--- config.mk ---
export PLATFORM = sky130hd
export DESIGN_NAME = gcfg_regs
export DESIGN_NICKNAME = d
export VERILOG_FILES = /design/src/pkg/gcfg_pkg.sv /design/src/pkg/gcfg_pin_if.sv /design/src/hdl/gcfg_pin_drv.sv /design/src/hdl/gcfg_regs.sv
export SDC_FILE = /design/constraint.sdc
export NUM_CORES = 1
export LEC_CHECK = 0
export BUFFER_PORTS_ARGS = -buffer_cell sky130_fd_sc_hd__buf_2
export CAP_MARGIN = 10
export CORE_MARGIN = 2
export CORE_UTILIZATION = 40
export CTS_BUF_LIST = sky130_fd_sc_hd__clkbuf_4 sky130_fd_sc_hd__clkbuf_8
export CTS_CLUSTER_SIZE = 16
export DETAILED_ROUTE_END_ITERATION = 10
export PLACE_DENSITY_LB_ADDON = 0.05
export SLEW_MARGIN = 20
export SYNTH_ARGS = -nofsm -noshare
export SYNTH_HDL_FRONTEND = slang
export SYNTH_SLANG_ARGS = --single-unit
export TNS_END_PERCENT = 30
--- constraint.sdc ---
create_clock -name mclk -period 2.8 [get_ports mclk]
set_input_delay 0.42 -clock mclk [delete_from_list [all_inputs] [get_ports mclk]]
set_output_delay 0.42 -clock mclk [all_outputs]
set_load 0.03 [all_outputs]
--- src/pkg/gcfg_pkg.sv ---
package gcfg_pkg;
    // register offsets on the host register port
    localparam logic [7:0] ADDR_BANK = 8'h00;
    localparam logic [7:0] ADDR_MCFG1 = 8'h09;
    localparam logic [7:0] ADDR_MCFG2 = 8'h0A;
    localparam logic [7:0] ADDR_PLL_ENABLE_REG = 8'h0B;
    localparam logic [7:0] ADDR_INPUT_CLOCK_ENABLE_REG = 8'h0C;
    localparam logic [7:0] ADDR_OUTPUT_CLOCK_ENABLE_REG = 8'h0D;
    localparam logic [7:0] ADDR_PCFG1 = 8'h0E;
    localparam logic [7:0] ADDR_PSTATE = 8'h0F;
    localparam logic [7:0] ADDR_STATUS_BASE = 8'h40;
    // writable bit masks, reserved bits stay zero
    localparam logic [7:0] MASK_BANK = 8'h01;
    localparam logic [7:0] MASK_MCFG1 = 8'hBF;
    localparam logic [7:0] MASK_MCFG2 = 8'h60;
    localparam logic [7:0] MASK_PLL_ENABLE_REG = 8'h11;
    localparam logic [7:0] MASK_INPUT_CLOCK_ENABLE_REG = 8'h07;
    localparam logic [7:0] MASK_OUTPUT_CLOCK_ENABLE_REG = 8'h07;
    localparam logic [7:0] MASK_PCFG1 = 8'hFF;
    // reset values
    localparam logic [7:0] RST_ZERO = 8'h00;
    // field positions
    localparam int BIT_BANK = 0;
    localparam int BIT_SOFT_RST = 7;
    localparam int BIT_MCLK_IN1 = 5;
    localparam int BIT_MCLK_SRC = 4;
    localparam int BIT_ROSC_PD = 3;
    localparam int BIT_DBL = 2;
    localparam int POS_XMODE = 0;
    localparam int POS_EXTSRC = 5;
    localparam int BIT_NCO = 4;
    localparam int BIT_APLL = 0;
    localparam int POS_PIN0 = 0;
    localparam int POS_PIN1 = 4;
    // crystal pin modes
    localparam logic [1:0] XMODE_OFF = 2'h0;
    localparam logic [1:0] XMODE_XTAL = 2'h1;
    localparam logic [1:0] XMODE_SE = 2'h2;
    // pin configuration codes
    localparam logic [3:0] PIN_IN = 4'h0;
    localparam logic [3:0] PIN_IN_INV = 4'h1;
    localparam logic [3:0] PIN_OUT_LO = 4'h2;
    localparam logic [3:0] PIN_OUT_HI = 4'h3;
    localparam logic [3:0] PIN_ST = 4'h4;
    localparam logic [3:0] PIN_ST_INV = 4'h5;
    localparam logic [3:0] PIN_ST_OD0 = 4'h6;
    localparam logic [3:0] PIN_ST_OD1 = 4'h7;
    // master clock source choices
    typedef enum logic [1:0] {
        GCFG_MCLK_RING,
        GCFG_MCLK_XTAL,
        GCFG_MCLK_IN1
    } gcfg_mclk_t;
endpackage

--- src/pkg/gcfg_pin_if.sv ---
`timescale 1ns/100ps
// one pin's configuration and drive between top and pin driver
interface gcfg_pin_if;
    logic [3:0] cfg;
    logic [7:0] stat_sel;
    logic [7:0] stat_byte;
    logic pin_in;
    logic drv;
    logic drv_oe;
    logic level;
    modport ctrl (output cfg, output stat_sel, output stat_byte,
        output pin_in, input drv, input drv_oe, input level);
    modport drvr (input cfg, input stat_sel, input stat_byte,
        input pin_in, output drv, output drv_oe, output level);
endinterface

--- src/hdl/gcfg_pin_drv.sv ---
`timescale 1ns/100ps
// next drive and readable level of one configurable pin
module gcfg_pin_drv
    import gcfg_pkg::*;
(
    gcfg_pin_if.drvr p
);
    logic st_bit;

    // status bit chosen by the low three select bits
    always_comb begin
        st_bit = p.stat_byte[p.stat_sel[2:0]];
        p.drv = 1'b0;
        p.drv_oe = 1'b0;
        p.level = p.pin_in;
        case (p.cfg)
            PIN_IN: p.level = p.pin_in;
            PIN_IN_INV: p.level = ~p.pin_in;
            PIN_OUT_LO: begin
                p.drv_oe = 1'b1;
            end
            PIN_OUT_HI: begin
                p.drv = 1'b1;
                p.drv_oe = 1'b1;
            end
            PIN_ST: begin
                p.drv = st_bit;
                p.drv_oe = 1'b1;
            end
            PIN_ST_INV: begin
                p.drv = ~st_bit;
                p.drv_oe = 1'b1;
            end
            PIN_ST_OD0: p.drv_oe = ~st_bit;
            PIN_ST_OD1: p.drv_oe = st_bit;
            // unused codes leave the pin undriven
            default: p.drv_oe = 1'b0;
        endcase
    end
endmodule

--- src/hdl/gcfg_regs.sv ---
`timescale 1ns/100ps
//
// Notes on behaviour
// - Bank bit 0 maps registers (0) or internal memory (1) from address 1.
// - Soft reset bit 7 holds device reset and defaults all other fields.
// - Soft reset restores pin defaults latched at last hardware reset.
// - Bit 5 takes master clock from input one, overriding bit 4.
// - Bit 4 picks ring oscillator (0) or crystal pin (1); ring after reset.
// - Bit 3 powers down the ring oscillator.
// - Crystal pin mode: 00 off, 01 crystal, 10 single-ended, 11 unused.
// - Bits 6:5 pick switch source pin 0..3, only with switching enabled; the code passes them on always, flagged by ext_switch_valid.
// - Bit 4 powers the NCO/spread block; crystal source set up first.
// - Bit 0 enables the analog PLL; keep set for normal operation.
// - Input enable bits 0..2 enable input clocks one to three.
// - Output enable bits 0..2 enable output clocks one to three.
// - Pin codes: input, inverted input, drive low, drive high; 1xxx unused.
// - Codes 0100..0111 drive a status bit, plain, inverted or open-drain.
// - Present pin levels are readable in every mode; inverted input mode reads them inverted.
// - Pin 0 config is bits 3:0, pin 1 config bits 7:4.
// - Followed status bit is at 0x40 plus five-bit field, bit by three.
module gcfg_regs
    import gcfg_pkg::*;
#(
    parameter int ADDR_W = 8
) (
    // clock and reset
    input wire logic mclk,
    input wire logic rst,
    // host register port
    input wire logic [ADDR_W-1:0] reg_addr,
    input wire logic [7:0] reg_wdata,
    input wire logic reg_wr,
    input wire logic reg_rd,
    output logic [7:0] reg_rdata,
    output logic reg_rvalid,
    // strapped defaults, sampled during hardware reset
    input wire logic [7:0] strap_pin_cfg,
    // status bytes for followed status bits, 32 registers
    input wire logic [255:0] status_bytes,
    input wire logic ext_switch_on,
    // configurable pins
    input wire logic [1:0] pin_in,
    output logic [1:0] pin_out,
    output logic [1:0] pin_oe,
    // controls to the clock blocks
    output logic memory_bank_select,
    output logic device_in_reset,
    output gcfg_mclk_t mclk_select,
    output logic ring_osc_on,
    output logic clock_doubler_on,
    output logic [1:0] crystal_pin_mode,
    output logic [1:0] ext_switch_gpio_source,
    output logic ext_switch_valid,
    output logic nco_spread_block_on,
    output logic analog_pll_on,
    output logic [2:0] input_clk_on,
    output logic [2:0] output_clk_on,
    // per-pin status select, owned by a neighbouring register block
    input wire logic [7:0] pin0_status_select,
    input wire logic [7:0] pin1_status_select
);
    // an address width under 8 bits is refused, matching the 8-bit offsets in the package
    if (ADDR_W < 8) begin : g_addr_check
        $error("address width too small");
    end

    logic [7:0] bank_reg, bank_next;
    logic [7:0] mcfg1_reg, mcfg1_next;
    logic [7:0] mcfg2_reg, mcfg2_next;
    logic [7:0] pll_enable_reg_reg, pll_enable_reg_next;
    logic [7:0] input_clock_enable_reg_reg, input_clock_enable_reg_next;
    logic [7:0] output_clock_enable_reg_reg, output_clock_enable_reg_next;
    logic [7:0] pcfg1_reg, pcfg1_next;
    logic [7:0] strap_reg, strap_next;
    logic [7:0] rdata_reg, rdata_next;
    logic rvalid_reg, rvalid_next;
    logic [1:0] pout_reg, pout_next;
    logic [1:0] poe_reg, poe_next;
    logic [1:0] lvl;
    logic soft_rst;

    gcfg_pin_if p0 ();
    gcfg_pin_if p1 ();

    // masked write keeps reserved bits at zero
    function automatic logic [7:0] mwr(input logic [7:0] d,
                                       input logic [7:0] m);
        return d & m;
    endfunction

    function automatic logic hit(input logic [ADDR_W-1:0] a,
                                 input logic [7:0] off);
        return a == ADDR_W'(off);
    endfunction

    assign soft_rst = mcfg1_reg[BIT_SOFT_RST];

    // pin drivers see their configuration field and followed byte
    assign p0.cfg = pcfg1_reg[POS_PIN0 +: 4];
    assign p1.cfg = pcfg1_reg[POS_PIN1 +: 4];
    assign p0.stat_sel = pin0_status_select;
    assign p1.stat_sel = pin1_status_select;
    assign p0.stat_byte = status_bytes[pin0_status_select[7:3]*8 +: 8];
    assign p1.stat_byte = status_bytes[pin1_status_select[7:3]*8 +: 8];
    assign p0.pin_in = pin_in[0];
    assign p1.pin_in = pin_in[1];
    assign lvl = {p1.level, p0.level};

    gcfg_pin_drv u_pin0 (.p(p0));
    gcfg_pin_drv u_pin1 (.p(p1));

    // register writes, hardware reset and soft reset
    always_comb begin
        bank_next = bank_reg;
        mcfg1_next = mcfg1_reg;
        mcfg2_next = mcfg2_reg;
        pll_enable_reg_next = pll_enable_reg_reg;
        input_clock_enable_reg_next = input_clock_enable_reg_reg;
        output_clock_enable_reg_next = output_clock_enable_reg_reg;
        pcfg1_next = pcfg1_reg;
        strap_next = strap_reg;
        if (rst) begin
            // strap captured only while the hardware reset is held
            strap_next = strap_pin_cfg;
            bank_next = RST_ZERO;
            mcfg1_next = RST_ZERO;
            mcfg2_next = RST_ZERO;
            pll_enable_reg_next = RST_ZERO;
            input_clock_enable_reg_next = RST_ZERO;
            output_clock_enable_reg_next = RST_ZERO;
            pcfg1_next = strap_pin_cfg;
        end else begin
            if (reg_wr && hit(reg_addr, ADDR_BANK))
                bank_next = mwr(reg_wdata, MASK_BANK);
            // device registers only while the register bank is mapped;
            // this hides the master config too, so bank 1 blocks soft reset
            if (reg_wr && !bank_reg[BIT_BANK]) begin
                if (hit(reg_addr, ADDR_MCFG1))
                    mcfg1_next = mwr(reg_wdata, MASK_MCFG1);
                if (hit(reg_addr, ADDR_MCFG2))
                    mcfg2_next = mwr(reg_wdata, MASK_MCFG2);
                if (hit(reg_addr, ADDR_PLL_ENABLE_REG))
                    pll_enable_reg_next = mwr(reg_wdata, MASK_PLL_ENABLE_REG);
                if (hit(reg_addr, ADDR_INPUT_CLOCK_ENABLE_REG))
                    input_clock_enable_reg_next = mwr(reg_wdata, MASK_INPUT_CLOCK_ENABLE_REG);
                if (hit(reg_addr, ADDR_OUTPUT_CLOCK_ENABLE_REG))
                    output_clock_enable_reg_next = mwr(reg_wdata, MASK_OUTPUT_CLOCK_ENABLE_REG);
                if (hit(reg_addr, ADDR_PCFG1))
                    pcfg1_next = mwr(reg_wdata, MASK_PCFG1);
            end
            // soft reset defaults everything but itself; straps not resampled
            if (soft_rst) begin
                bank_next = RST_ZERO;
                mcfg1_next[BIT_SOFT_RST-1:0] = RST_ZERO[BIT_SOFT_RST-1:0];
                mcfg2_next = RST_ZERO;
                pll_enable_reg_next = RST_ZERO;
                input_clock_enable_reg_next = RST_ZERO;
                output_clock_enable_reg_next = RST_ZERO;
                pcfg1_next = strap_reg;
            end
        end
    end

    // read port: one-cycle answer, unmapped reads give zero
    always_comb begin
        rdata_next = RST_ZERO;
        rvalid_next = reg_rd && !rst;
        if (reg_rd) begin
            if (hit(reg_addr, ADDR_BANK))
                rdata_next = bank_reg;
            else if (bank_reg[BIT_BANK])
                rdata_next = RST_ZERO;
            else if (hit(reg_addr, ADDR_MCFG1))
                rdata_next = mcfg1_reg;
            else if (hit(reg_addr, ADDR_MCFG2))
                rdata_next = mcfg2_reg;
            else if (hit(reg_addr, ADDR_PLL_ENABLE_REG))
                rdata_next = pll_enable_reg_reg;
            else if (hit(reg_addr, ADDR_INPUT_CLOCK_ENABLE_REG))
                rdata_next = input_clock_enable_reg_reg;
            else if (hit(reg_addr, ADDR_OUTPUT_CLOCK_ENABLE_REG))
                rdata_next = output_clock_enable_reg_reg;
            else if (hit(reg_addr, ADDR_PCFG1))
                rdata_next = pcfg1_reg;
            else if (hit(reg_addr, ADDR_PSTATE))
                rdata_next = {6'h00, lvl};
        end
    end

    // pin drive is registered so outputs come from flops
    always_comb begin
        pout_next = {p1.drv, p0.drv};
        poe_next = {p1.drv_oe, p0.drv_oe};
        if (rst || soft_rst)
            poe_next = 2'h0;
    end

    always_ff @(posedge mclk) begin
        bank_reg <= bank_next;
        mcfg1_reg <= mcfg1_next;
        mcfg2_reg <= mcfg2_next;
        pll_enable_reg_reg <= pll_enable_reg_next;
        input_clock_enable_reg_reg <= input_clock_enable_reg_next;
        output_clock_enable_reg_reg <= output_clock_enable_reg_next;
        pcfg1_reg <= pcfg1_next;
        strap_reg <= strap_next;
        rdata_reg <= rst ? RST_ZERO : rdata_next;
        rvalid_reg <= rvalid_next;
        pout_reg <= rst ? 2'h0 : pout_next;
        poe_reg <= poe_next;
    end

    // decoded controls, registered for clean outputs
    always_ff @(posedge mclk) begin
        if (rst) begin
            mclk_select <= GCFG_MCLK_RING;
            ring_osc_on <= 1'b1;
            device_in_reset <= 1'b1;
            memory_bank_select <= 1'b0;
            clock_doubler_on <= 1'b0;
            crystal_pin_mode <= XMODE_OFF;
            ext_switch_gpio_source <= 2'h0;
            ext_switch_valid <= 1'b0;
            nco_spread_block_on <= 1'b0;
            analog_pll_on <= 1'b0;
            input_clk_on <= 3'h0;
            output_clk_on <= 3'h0;
        end else begin
            if (mcfg1_next[BIT_MCLK_IN1])
                mclk_select <= GCFG_MCLK_IN1;
            else if (mcfg1_next[BIT_MCLK_SRC])
                mclk_select <= GCFG_MCLK_XTAL;
            else
                mclk_select <= GCFG_MCLK_RING;
            ring_osc_on <= ~mcfg1_next[BIT_ROSC_PD];
            device_in_reset <= mcfg1_next[BIT_SOFT_RST];
            memory_bank_select <= bank_next[BIT_BANK];
            clock_doubler_on <= mcfg1_next[BIT_DBL];
            // unused mode 11 treated as powered down
            crystal_pin_mode <= (mcfg1_next[POS_XMODE +: 2] == XMODE_SE ||
                mcfg1_next[POS_XMODE +: 2] == XMODE_XTAL) ?
                mcfg1_next[POS_XMODE +: 2] : XMODE_OFF;
            ext_switch_gpio_source <= mcfg2_next[POS_EXTSRC +: 2];
            ext_switch_valid <= ext_switch_on;
            nco_spread_block_on <= pll_enable_reg_next[BIT_NCO];
            analog_pll_on <= pll_enable_reg_next[BIT_APLL];
            input_clk_on <= input_clock_enable_reg_next[2:0];
            output_clk_on <= output_clock_enable_reg_next[2:0];
        end
    end

    assign reg_rdata = rdata_reg;
    assign reg_rvalid = rvalid_reg;
    assign pin_out = pout_reg;
    assign pin_oe = poe_reg;

    // checks
    a_soft_rst_clears: assert property (@(posedge mclk) disable iff (rst)
        soft_rst |=> (input_clock_enable_reg_reg == RST_ZERO && output_clock_enable_reg_reg == RST_ZERO))
        else $error("soft reset left enables set");
    a_strap_restore: assert property (@(posedge mclk) disable iff (rst)
        soft_rst |=> pcfg1_reg == $past(strap_reg))
        else $error("pin config not restored from strap");
    a_mclk_override: assert property (@(posedge mclk) disable iff (rst)
        mcfg1_reg[BIT_MCLK_IN1] |-> mclk_select == GCFG_MCLK_IN1)
        else $error("input one did not override master clock");
    a_ring_after_rst: assert property (@(posedge mclk)
        $fell(rst) |-> mclk_select == GCFG_MCLK_RING && ring_osc_on)
        else $error("ring oscillator not selected after reset");
    a_rosc_follow: assert property (@(posedge mclk) disable iff (rst)
        ring_osc_on == ~mcfg1_reg[BIT_ROSC_PD])
        else $error("ring oscillator power mismatch");
    a_xmode_legal: assert property (@(posedge mclk) disable iff (rst)
        crystal_pin_mode != 2'h3)
        else $error("unused crystal mode driven");
    a_enable_map: assert property (@(posedge mclk) disable iff (rst)
        input_clk_on == input_clock_enable_reg_reg[2:0] && output_clk_on == output_clock_enable_reg_reg[2:0]
        && analog_pll_on == pll_enable_reg_reg[BIT_APLL])
        else $error("clock enables do not follow registers");
    a_reserved_zero: assert property (@(posedge mclk) disable iff (rst)
        (input_clock_enable_reg_reg & ~MASK_INPUT_CLOCK_ENABLE_REG) == 8'h00 && (mcfg2_reg & ~MASK_MCFG2) == 8'h00)
        else $error("reserved bit set");
    a_pin_hi: assert property (@(posedge mclk)
        disable iff (rst || soft_rst)
        p0.cfg == PIN_OUT_HI |=> pin_oe[0] && pin_out[0])
        else $error("pin 0 not driving high");
    a_read_state: assert property (@(posedge mclk) disable iff (rst)
        reg_rd && hit(reg_addr, ADDR_PSTATE) && !bank_reg[BIT_BANK]
        |=> reg_rvalid && reg_rdata[1:0] == $past(lvl))
        else $error("pin state read wrong");
    a_bank_block: assert property (@(posedge mclk) disable iff (rst)
        bank_reg[BIT_BANK] && !soft_rst
        |=> $stable(input_clock_enable_reg_reg) && $stable(mcfg1_reg))
        else $error("register written while memory bank mapped");
    c_soft_rst: cover property (@(posedge mclk) soft_rst);
    c_xtal_sel: cover property (@(posedge mclk) mclk_select == GCFG_MCLK_XTAL);
    c_status_od: cover property (@(posedge mclk) p0.cfg == PIN_ST_OD1);
    c_bank_mem: cover property (@(posedge mclk) memory_bank_select);
endmodule

# == Yosys cells after proc, flatten, opt, wreduce, memory -nomap -nowiden ==
# Cells that the tools add are included.
# word_totals
ff_bits,66
latchBits,0
mem_bits_rw,0
mem_bits_ro,0
in_bits,303
wordCells,127
mem_count,0
# op_classes
n_addsub,0
mul,0
div,0
n_lt_le_gt_ge,2
n_eq_ne,23
shift,2
muxes,48
bitwise,7
n_reduce_logical,18
# ops
operator,n
$shiftx A256 B9 Y8,2
$mux W8,13
$eq A8 B4 Y1 const B,7
$mux W7,5
$eq A4 B3 Y1 const B,8
$mux W3,8
$mux W5,4
$eq A4 B2 Y1 const B,4
$pmux W1 S3,4
$reduce_or A4 Y1,3
$mux W1,10
$eq A4 B1 Y1 const B,2
$logic_not A8 Y1,1
$lt A3 B4 Y1 const B,2
$not A1 Y1,7
$bmux W1 S3,2
$reduce_bool A3 Y1,2
$reduce_or A2 Y1,3
$reduce_or A5 Y1,1
$mux W2,2
$logic_and A1 B1 Y1,3
$eq A2 B1 Y1 const B,1
$eq A2 B2 Y1 const B,1
$logic_not A1 Y1,2
other kinds (2),3

# == Longest topological paths before layout ==
# Gate-level depths: netlist of the first run.
# depth
word_depth,11
depth_mapped,11
mapped_depth_nobuf,7

# == Cells and area by module ==
# Synthesis of the first run repeated with hierarchy kept, for this count alone.
# unflattened
hier_cells,479
hier_area_um2,6849.1
# by_module_without_submodules
module,instances,cells_per_inst,area_each_um2,seq_area_each_um2
gcfg_regs,1,455,6571.3,1481.4
gcfg_pin_drv,2,12,138.9,0.0

# == Worst setup path before layout of the first run ==
# Ideal clock, no wire load.
# synth_timing
path_type,input port to flip-flop
startpoint,input pin1_status_select[3]
endpoint,register poe_reg[1] (netlist: pin_oe[1])
setup_ps,116
arrival_ps,2318
required_time_ps,2684
setup_slack_ps,367
cell_stages,9
path_buffers,2
path_cell_list,buf_6 buf_12 mux4_1 mux2_2 a22o_1 a221oi_2 a21oi_2 a21oi_2 and3b_1
# synth_between
elab_chain_cells,5
# synth_rtl
item,line_no,source
"start, declared",gcfg_regs.sv:60,input wire logic [7:0] pin1_status_select
$shiftx A256 B9 Y8 *,gcfg_regs.sv:104,assign p1.stat_byte = status_bytes[pin1_status_select[7:3]*8 +: 8];
$bmux W1 S3 *,gcfg_pin_drv.sv:12,st_bit = p.stat_byte[p.stat_sel[2:0]];
$mux W1 (not written as such) *,gcfg_pin_drv.sv:12,
$not A1 Y1,gcfg_pin_drv.sv:34,PIN_ST_OD0: p.drv_oe = ~st_bit;
$pmux W1 S3 *,gcfg_pin_drv.sv:16,case (p.cfg)
"end signal, assigned",gcfg_regs.sv:210,poe_reg <= poe_next;
"end, declared",gcfg_regs.sv:78,"logic [1:0] poe_reg, poe_next;"
# Mark *: on every way between the ends. The rest lies on a longest branch, timed or not. The select of a mux whose other input is x is not followed.
# A chain may end at the register's enable or synchronous reset.

# == Worst setup path in the final report of the first run ==
# layout_timing
startpoint,input pin0_status_select[3]
endpoint,register pout_reg[0] (netlist: pin_out[0])
# layout_between
elab_chain_cells,5
# layout_rtl
item,line_no,source
"start, declared",gcfg_regs.sv:59,"input wire logic [7:0] pin0_status_select,"
$shiftx A256 B9 Y8 *,gcfg_regs.sv:103,assign p0.stat_byte = status_bytes[pin0_status_select[7:3]*8 +: 8];
$bmux W1 S3 *,gcfg_pin_drv.sv:12,
$mux W1 (not written as such) *,gcfg_pin_drv.sv:12,
$not A1 Y1,gcfg_pin_drv.sv:31,p.drv = ~st_bit;
$pmux W1 S3 *,gcfg_pin_drv.sv:16,
"end signal, assigned",gcfg_regs.sv:209,pout_reg <= rst ? 2'h0 : pout_next;
"end, declared",gcfg_regs.sv:77,"logic [1:0] pout_reg, pout_next;"
# Marked as above.

==> results by group, run 1 <==
Clock tree
  – TritonCTS clock tree: done
  – Clock H-tree levels: 3
  – CTS root buffer: clkbuf_8
  – Clock Latency Late Sink: 0.35 ns
  – CTS resizes: 0
  – Post-cts hold buffer count: 0
  – Total CTS buffers: 9
  – Clock sinks: 66
  – Postcts setup bufs: 0
  – CTS clk-pin slew, worst paths: 0.07 ns
  – Clock Tree Buf Depth: 2

Floorplanning
  – Starting Density: 41.1%
  – Area of the core: 0.0174 mm²
  – Die ar.: 0.0190 mm²
  – DIE HEIGHT: 138 µm
  – Ports: 335
  – Core Rows: 48
  – Die Width: 138 µm

Synth
  – Dominant synthesized flop cell: dfxtp_1
  – Simple-Gate Fraction of Synth Area: 14.9%
  – EDFF count, synth: 16
  – Syn_nets: 957
  – Top-area cell type share of the netlist area: 32.1%
  – Synth Area in XOR/XNOR: 0.122%
  – Synth Cell Area: 0.00716 mm²
  – Async SR Flop Fraction: 0%
  – Top cells by area, synth: mux4_2 32%, dfxtp_1 14%, mux2i_1 9.5%
  – Synth top cells by count: 102 x mux4_2, 68 x mux2i_1, 54 x nor2_1, 50 x dfxtp_1, 50 x nand2_1
  – Yosys cell types: 63
  – Area leader, netlist: mux4_2
  – Synth Area in Compound Gates: 11.4%
  – Adder-cell share of the synthesized area: 0%
  – Syn avg cell area: 10.9 µm²
  – Mux contribution to synthesized area: 47.2%
  – Ys Warns: 0
  – Cell with the most instances after synthesis: mux4_2
  – Sequential element share of the synthesized area: 20.7%
  – Combinational family with the most area after synthesis: multiplexers
  – Mapped Cells: 654
  – Synth Register Bits: 66

Global route
  – Largest net degree at the start of global routing: 33
  – Vias in the first global route: 7,325
  – Total grt overflow: 0
  – Initial antenna violation count: 4
  – First-pass GRT wire length: 41.7 mm
  – Total Routing Usage GR: 29.5%

Timing
  – Endpoints failing setup: 0
  – Measured slew at the worst slew-check pin: 0.562 ns
  – Rel. slew slack: 62.5%
  – Unrepaired setup endpoints after global routing: no
  – Max Clock Skew: 0.00780 ns
  – Tmin final: 2.43 ns
  – Final setup margin: 0.368 ns
  – Fmax: 0.411 GHz
  – Final Hold Violating Endpoints: 0
  – Setup_tns: 0 ns
  – Count of final max-slew check failures: 0
  – Period utilization: 86.9%

Power and ir drop
  – Worst vdd ir: 0.271 mV
  – Cell area power density: 319 mW/mm²
  – Leakage: 3.97 nW

Critical path
  – Flop-to-flop setup slack: 0.82 ns
  – CP Max Fanout: 24
  – RR Endpoint: reg_rdata[1]
  – Worst r2r src: pcfg1_reg[5]
  – Critical Path Sink: pin_out[0]
  – Worst Path Required: 3.06 ns
  – Worst Setup SP: pin0_status_select[3]
  – Crit path DAT: 2.69 ns
  – CP Class: input pin to register
  – CP startpoint kind: input pin
  – Worst-case reg-to-reg path depth: 5
  – Crit. End Element: register

Route
  – Residual DRC: 0
  – Initial DRC count: 548
  – DR WL/cell: 23.7 µm
  – Routed vias/inst: 6.20
  – Via count: 7,486
  – Pre-antenna DRT Iters: 5
  – ANT nets after route: 0
  – Final Routed Wirelength: 28.6 mm

Placement
  – GP Congestion: 0.884
  – Dpl hpwl: 23.6 mm
  – Post-Place Worst Slack: -0.00553 ns
  – Port bufs: 334

Final layout
  – Area Overhead vs Synth: 30.0%
  – Finished Core Util: 53.4%
  – Fin nets: 1,277
  – Layout cell share with drive strength beyond 1: 52.1%

Run
  – Max Cap Viol: 0

Outcome
  – Status: completed

Hold path
  – Tightest Hold Check Type: input pin to register
==> layout by cell type (no fill, tap or decap), types with 3 or more instances in the layout <==
cell and instances:
buf_2 330, mux4_2 102, mux2i_1 68, nor2_1 54, nand2_1 50, dfxtp_1 50
buf_4 30, nand3_1 21, a21oi_1 20, mux2_2 17, edfxtp_1 16, a22oi_1 15
o21ai_0 14, nor2b_1 14, nor4_1 12, inv_1 11, nand3b_1 11, nor3_1 10
clkbuf_8 9, a22o_1 8, nand4_1 8, mux4_1 8, a311oi_1 7, a211o_1 7
buf_12 7, nand2b_1 6, o221ai_1 5, and3_1 4, a31oi_1 4, diode_2 3
or4_1 3, a211oi_1 3, nor3b_1 3, o22ai_1 3, a32oi_1 3, o32ai_1 3
==> routing by layer <==
layer | wire (µm) | track usage (%) | up-vias
met3 | 2530 | 5.45 | 51
li1 | - | - | 3325
met1 | 11500 | 38.7 | 3676
met2 | 14000 | 50.9 | 432
met5 | 13 | 0 | -
met4 | 515 | 6.35 | 2
==> power by group <==
part	leakage, nW	internal [W]	switching, W
Combinational	3.31	0.000592	0.000557
Clock	0.0962	0.000428	0.000356
Sequential	0.560	0.00101	0.0000268
Total	3.97	0.00203	0.000940
==> layout make-up <==
| class | count | area [µm²] |
|---|---|---|
| multi-input combinational | 517 | 5280 |
| sequential | 66 | 1480 |
| fill | 1618 | 8110 |
| inverter | 13 | 48.8 |
| antenna | 3 | 7.51 |
| clock buffer | 11 | 139 |
| timing repair buffer | 367 | 2020 |
| clock inverter | 5 | 55.1 |
| tap | 225 | 282 |
==> worst max-delay path: stages <==
cell and delay, ns:
buf_4 0.38, mux4_2 0.56, mux2i_1 0.24, o311ai_1 0.14, a311oi_1 0.30, a32oi_1 0.18, a21o_1 0.23, a311oi_1 0.24
==> worst min-delay path by stage <==
stage                           startpoint            to  slack, ns  cells past startpoint
after floorplan               pcfg1_reg[3]    pin_out[0]       0.45                      1
after global placement        mcfg1_reg[1]  mcfg1_reg[1]       0.48                      2
after detailed placement      mcfg1_reg[1]  mcfg1_reg[1]       0.49                      2
after CTS                 strap_pin_cfg[7]  strap_reg[7]       0.25                      1
after global routing      strap_pin_cfg[2]  strap_reg[2]       0.24                      1
final                     strap_pin_cfg[7]  strap_reg[7]       0.26                      1
==> cells by family after synthesis <==
family          count (synthesis)
flops                          66
simple gates                  209
xor+xnor                        1
compound gates                112
buf+inv                        71
mux                           195
==> per-stage QoR <==
| stage | total power (W) | area (µm²) | cells | hold slack (ns) |
|---|---|---|---|---|
| CTS | 0.00298 | 9300 | 1204 | 0.246 |
| detailed placement | 0.00219 | 9100 | 1188 | 0.487 |
| floorplan | 0.00171 | 7160 | 654 | 0.453 |
| finish | 0.00297 | 9310 | 1207 | 0.261 |
| global placement | 0.00217 | 9100 | 1188 | 0.481 |
| global route | 0.00310 | 9300 | 1206 | 0.244 |
Note: power is estimated with default switching activity, not from simulation.
==> run 2: changes to the inputs <==
- ABC_AREA: default -> 1
- TNS_END_PERCENT: 30 -> default
==> run 2 against run 1 <==
Against the previous run:
- design area up 5.6%
- combinational power up 12%
- cell count up 66%
- hold slack worse by 0.018 ns
- flip-flop and latch count unchanged
- clock skew up 0.0012 ns
- sequential power about the same
- maximum frequency up 20%
- synthesized area up 8.4%
- synthesized cell count up 120%
- die area up 8.2%
- highest routed layer unchanged
==> results by group, run 2 <==
Outcome
  – Status: completed

Floorplanning
  – Core Rows: 50 (+4.2%)
  – Ports: 335 (unchanged)
  – DIE HEIGHT: 143 µm (+4.0%)
  – Die ar.: 0.0205 mm² (+8.2%)
  – Area of the core: 0.0189 mm² (+8.5%)
  – Die Width: 143 µm (+4.0%)
  – Starting Density: 41.1% (about the same)

Final layout
  – Area Overhead vs Synth: 26.6%
  – Multi-input logic area: 0.00552 mm² (+4.6%)
  – Layout cell share with drive strength beyond 1: 22.9% (-29 points)
  – Leading cell type in the layout, fill and taps excluded: nand2_1
  – Post-route cell area: 0.00982 mm² (+5.6%)
  – Fin nets: 2,033 (+59%)
  – Register area: 0.00148 mm² (unchanged)
  – FILL cells: 2,099 (+30%)
  – Commonest cells after routing, fill and taps aside: 586 x nand2_1, 510 x nand3_1, 332 x buf_2

Critical path
  – CP startpoint kind: input pin
  – Slowest-stage cell, CP: buf_12
  – Worst Path Required: 3.11 ns (+0.05 ns)
  – Crit. End Element: register
  – Worst path top cell family by delay: simple AND/OR/NAND/NOR gates
  – Crit path DAT: 2.33 ns (-0.36 ns)
  – CP Class: input pin to register
  – Critical Path, Cell by Cell: buf_4 > inv_4 > buf_12 > nand2_1 > nand3_1 > nand3_1 > nand3_1 > nand3_1 > nand2_1 > nand2_1 > nand3_1 > nand3_1 > nand2_1 > nand2_1 > nand3_1 > nand2_1 > inv_1
  – CP dominant cell by count: nand3_1
  – Buf/Inv on CP: 4 (+3)
  – CP Max Fanout: 63 (+160%)
  – Slowest stage delay, CP: 0.31 ns (-0.25 ns)

Route
  – Residual DRC: 0 (unchanged)
  – ANT nets after route: 0 (unchanged)
  – Routed vias/inst: 5.66 (-8.8%)
  – Final Routed Wirelength: 37.4 mm (+31%)
  – DR WL/cell: 18.6 µm (-21%)
  – Initial DRC count: 1,441 (+160%)
  – Pre-antenna DRT Iters: 7 (+2)
  – Via count: 11,358 (+52%)

Synth
  – Ys Warns: 0 (unchanged)
  – Sequential element share of the synthesized area: 19.1% (-1.6 points)
  – Mapped Cells: 1,468 (+120%)
  – Synth Cell Area: 0.00776 mm² (+8.4%)
  – Dominant synthesized flop cell: dfxtp_1
  – Syn avg cell area: 5.29 µm² (-52%)
  – Yosys cell types: 36 (-43%)
  – Synth top cells by count: 586 x nand2_1, 510 x nand3_1, 72 x buf_2, 62 x inv_1, 50 x dfxtp_1
  – Top cells by area, synth: nand3_1 33%, nand2_1 28%, dfxtp_1 13%
  – Cell with the most instances after synthesis: nand2_1
  – Syn_nets: 1,771 (+85%)
  – Top-area cell type share of the netlist area: 32.9% (+0.80 points)
  – Async SR Flop Fraction: 0% (unchanged)
  – Synth Register Bits: 66 (unchanged)
  – EDFF count, synth: 16 (unchanged)
  – Area leader, netlist: nand3_1

Run
  – Max Cap Viol: 0 (unchanged)

Timing
  – Setup_tns: 0 ns (unchanged)
  – Max Clock Skew: 0.00896 ns (+0.00117 ns)
  – Period utilization: 72.3% (-15 points)
  – Measured slew at the worst slew-check pin: 0.768 ns (+0.206 ns)
  – Rel. slew slack: 48.8% (-14 points)
  – Final Hold Violating Endpoints: 0 (unchanged)
  – Count of final max-slew check failures: 0 (unchanged)
  – Endpoints failing setup: 0 (unchanged)
  – Unrepaired setup endpoints after global routing: no
  – Tmin final: 2.02 ns (-0.409 ns)
  – Fmax: 0.494 GHz (+20%)

Clock tree
  – CTS root buffer: clkbuf_8
  – Clock H-tree levels: 3 (unchanged)
  – Clock Tree Buf Depth: 2 (unchanged)
  – Total CTS buffers: 9 (unchanged)
  – Postcts setup bufs: 0 (unchanged)
  – CTS resizes: 0 (unchanged)
  – Post-cts hold buffer count: 0 (unchanged)
  – Clock Latency Late Sink: 0.36 ns (about the same)
  – TritonCTS clock tree: done
  – CTS clk-pin slew, worst paths: 0.08 ns (about the same)
  – Clock sinks: 66 (unchanged)

Placement
  – Placement Cell Area: 0.00959 mm² (+5.4%)
  – Port bufs: 334 (unchanged)
  – Dpl hpwl: 27.4 mm (+16%)
  – GP Congestion: 0.939 (+6.2%)

Global route
  – Total grt overflow: 0 (unchanged)
  – First-pass GRT wire length: 56.0 mm (+34%)
  – Vias in the first global route: 9,964 (+36%)
  – Total Routing Usage GR: 35.2% (+5.7 points)
  – Initial antenna violation count: 14 (+10)
  – Largest net degree at the start of global routing: 129 (+290%)

Power and ir drop
  – Worst vdd ir: 0.256 mV (-5.7%)
  – Cell area power density: 318 mW/mm² (-0.11%)
  – Leakage: 5.10 nW (+29%)

Hold path
  – Tightest Hold Check Type: input pin to register
-- run 2: cell count changes after synthesis, moves of 15 or more --
cell,change
a21oi_1,+16
a22oi_1,-15
buf_2,+61
inv_1,+51
mux2_2,-17
mux2i_1,-68
mux4_2,-102
nand2_1,+536
nand3_1,+489
nor2_1,-23
-- run 2: per-stage QoR --
step                      util [%]  power, W  setup slack (ns)  hold slack [ns]  instances
after floorplan                  -   0.00174             0.556            0.439       1468
after global placement        50.8   0.00229             0.474            0.460       1979
after detailed placement      50.8   0.00229             0.482            0.459       1979
after CTS                     51.8   0.00311             0.845            0.236       1995
after global routing          51.9   0.00330             0.586            0.237       2004
final                         52.0   0.00313             0.776            0.244       2008
-- run 2: logic make-up (layout without fill, tap and decap cells) --
kind of cell           after synthesis  in the layout  share of synthesized area, %
other                                0             13                             0
AO/OA/AOI/OAI                       73             73                          5.68
AND/OR/NAND/NOR                   1152           1152                          65.4
buffers and inverters              177            444                          9.82
flip-flops                          66             66                          19.1
-- run 2: power breakdown --
part           switching, W  internal [W]  total, W
sequential        0.0000140       0.00100   0.00102
clock              0.000408      0.000417  0.000826
combinational      0.000816      0.000470   0.00129
total               0.00124       0.00189   0.00313
-- run 2: final cells by class --
cell class | count | area share (%)
Timing Repair Buffer | 360 | 20.5
Inverter | 68 | 2.65
Sequential cell | 66 | 15.1
Tap cell | 260 | 3.31
Antenna cell | 13 | 0.331
Clock buffer | 9 | 1.26
Clock inverter | 7 | 0.764
Multi-Input combinational cell | 1225 | 56.2
-- run 2: path summary, 6_finish.rpt --
check	startpoint	end	slack, ns	depth (start not counted)
hold / removal	strap_pin_cfg[4]	strap_reg[4]	0.24	1
hold reg to reg	mcfg1_reg[5]	reg_rdata[5]	0.47	2
setup reg to reg	bank_reg[0]	mclk_select[0]	1.16	7
setup / recovery	pin1_status_select[3]	pin_out[1]	0.78	17
-- run 2: metal layers --
layer / share of wire, % / vias to the layer above / wire, µm / track usage, %
met2: 41 / 769 / 15500 / 51.8
met4: 3.8 / 2 / 1430 / 11.6
met1: 42 / 5056 / 15800 / 50.5
li1: - / 5434 / - / -
met3: 12 / 97 / 4660 / 8.01
met5: 0.035 / - / 13 / 0
==> run 3: changes to the inputs <==
- clock period: 2.8 -> 1.96 ns (I/O delays scaled with it)
==> run 3 against run 2 <==
Against the previous run:
- sequential power is 42% higher
- die area is the same
- register-to-register slack worse by 0.77 ns
- critical endpoint unchanged
- sequential share of layout area shrank 0.80 points
- wire length is 3.4% higher
- first-iteration DRC count decreased by 20%
==> results by group, run 3 (synthesis results as in run 2) <==
Global route
  – Largest net degree at the start of global routing: 56 (-57%)
  – Initial antenna violation count: 15 (+1)
  – First-pass GRT wire length: 58.4 mm (+4.3%)
  – Met3 usage: 10.4% (+2.4 points)
  – Gr busiest metal: met2
  – Total grt overflow: 0 (unchanged)
  – Vias in the first global route: 10,623 (+6.6%)
  – Met2 global-route usage: 55.8% (+4.0 points)
  – GRT met1 Usage: 50.6% (+0.11 points)
  – Total Routing Usage GR: 36.5% (+1.4 points)

Timing
  – Endpoints failing setup: 0 (unchanged)
  – Tmin final: 1.74 ns
  – Rel. slew slack: 72.0% (+23 points)
  – Fmax: 0.573 GHz
  – Setup_tns: 0 ns (unchanged)
  – Max Clock Skew: 0.0110 ns (+0.00199 ns)
  – Measured slew at the worst slew-check pin: 0.419 ns (-0.348 ns)
  – Period utilization: 89.0%
  – Final setup margin: 0.215 ns (-0.561 ns)
  – Final Hold Violating Endpoints: 0 (unchanged)
  – Unrepaired setup endpoints after global routing: no
  – Count of final max-slew check failures: 0 (unchanged)

Clock tree
  – Clock Latency Late Sink: 0.36 ns (about the same)
  – CTS root buffer: clkbuf_8
  – Clock sinks: 66 (unchanged)
  – Post-cts hold buffer count: 0 (unchanged)
  – Clock H-tree levels: 3 (unchanged)
  – CTS resizes: 0 (unchanged)
  – CTS clk-pin slew, worst paths: 0.08 ns (about the same)
  – Postcts setup bufs: 0 (unchanged)
  – Clock Tree Buf Depth: 2 (unchanged)
  – TritonCTS clock tree: done
  – Total CTS buffers: 9 (unchanged)

Route
  – Routed vias/inst: 5.65 (about the same)
  – DR WL/cell: 18.8 µm (+1.1%)
  – Via count: 11,612 (+2.2%)
  – Final Routed Wirelength: 38.7 mm (+3.4%)
  – ANT nets after route: 0 (unchanged)
  – Pre-antenna DRT Iters: 5 (-2)
  – Initial DRC count: 1,146 (-20%)
  – Residual DRC: 0 (unchanged)

Floorplanning
  – Area of the core: 0.0189 mm² (unchanged)
  – Die Width: 143 µm (unchanged)
  – Core Rows: 50 (unchanged)
  – DIE HEIGHT: 143 µm (unchanged)
  – Die ar.: 0.0205 mm² (unchanged)
  – Starting Density: 41.1% (unchanged)
  – Ports: 335 (unchanged)

Critical path
  – Crit path DAT: 2.00 ns (-0.33 ns)
  – Crit. End Element: register
  – CP startpoint kind: input pin
  – CP Max Fanout: 11 (-83%)
  – Worst Path Required: 2.21 ns (-0.90 ns)
  – CP Class: input pin to register

Placement
  – Inst Count DP: 2,025 (+2.3%)
  – Dpl hpwl: 29.9 mm (+9.0%)
  – GP Congestion: 0.982 (+4.6%)
  – Post-Place Worst Slack: -0.112 ns (-0.594 ns)
  – Port bufs: 334 (unchanged)

Power and ir drop
  – Cell area power density: 446 mW/mm² (+40%)
  – Worst vdd ir: 0.408 mV (+59%)
  – Tot Pwr: 0.00463 W (+48%)
  – Leakage: 5.40 nW (+5.9%)

Final layout
  – Layout cell share with drive strength beyond 1: 24.9% (+2.0 points)
  – Final cell count without fillers: 2,054 (+2.3%)
  – Fin nets: 2,079 (+2.3%)
  – Commonest cells after routing, fill and taps aside: 586 x nand2_1, 510 x nand3_1, 332 x buf_2
  – Area Overhead vs Synth: 33.7%
  – Leading cell type in the layout, fill and taps excluded: nand2_1

Hold path
  – Tightest Hold Check Type: input pin to register

Outcome
  – Status: completed

Run
  – Max Cap Viol: 0 (unchanged)
==> run 3: worst max-delay path, stage by stage <==
cell     delay [ns]
buf_2          0.13
inv_2          0.23
buf_4          0.26
nand3_1        0.12
nand3_1        0.08
nand3_1        0.10
nand3_1        0.14
nand2_1        0.10
nand2_1        0.07
nand3_1        0.07
nand3_1        0.10
nand2_1        0.08
nand2_1        0.07
nand3_1        0.06
nand2_1        0.06
inv_1          0.04
==> run 3: final timing paths <==
kind	start	to	slack [ns]	depth (start not counted)
max	pin1_status_select[4]	pin_out[1]	0.22	16
min	strap_pin_cfg[5]	strap_reg[5]	0.12	1
max reg2reg	bank_reg[0]	ext_switch_gpio_source[1]	0.39	7
min reg2reg	mcfg1_reg[2]	mcfg1_reg[2]	0.48	2
==> run 3: where the power goes <==
part / total [W] / switching [W] / internal (W)
sequential: 0.00145 / 0.0000199 / 0.00143
combinational: 0.00197 / 0.00119 / 0.000772
clock: 0.00121 / 0.000567 / 0.000646
total: 0.00463 / 0.00178 / 0.00285
==> run 3: per-layer routing <==
layer  vias to the layer above  wire length (µm)
li1                       5534                 -
met1                      5198             16000
met2                       790             16200
met4                         8              1060
met5                         -                50
met3                        82              5340
==> run 3: cell type report <==
type | count | area (µm²)
diodes | 13 | 32.5
clock buffers | 11 | 145
clock inverters | 5 | 61.3
fillers | 2063 | 8520
inverters | 68 | 260
multi-input cells | 1225 | 5520
flip-flops and latches | 66 | 1480
well taps | 260 | 325
repair buffers | 406 | 2550
==> run 3: per-stage QoR <==
stage          hold slack (ns)  util, %  instance area (µm²)
2_1_floorplan            0.393        -                 7760
3_3_place_gp             0.458     53.7                10100
3_5_place_dp             0.463     53.7                10100
4_1_cts                  0.117     54.8                10300
5_1_grt                  0.111     54.8                10400
6_report                 0.124     54.9                10400
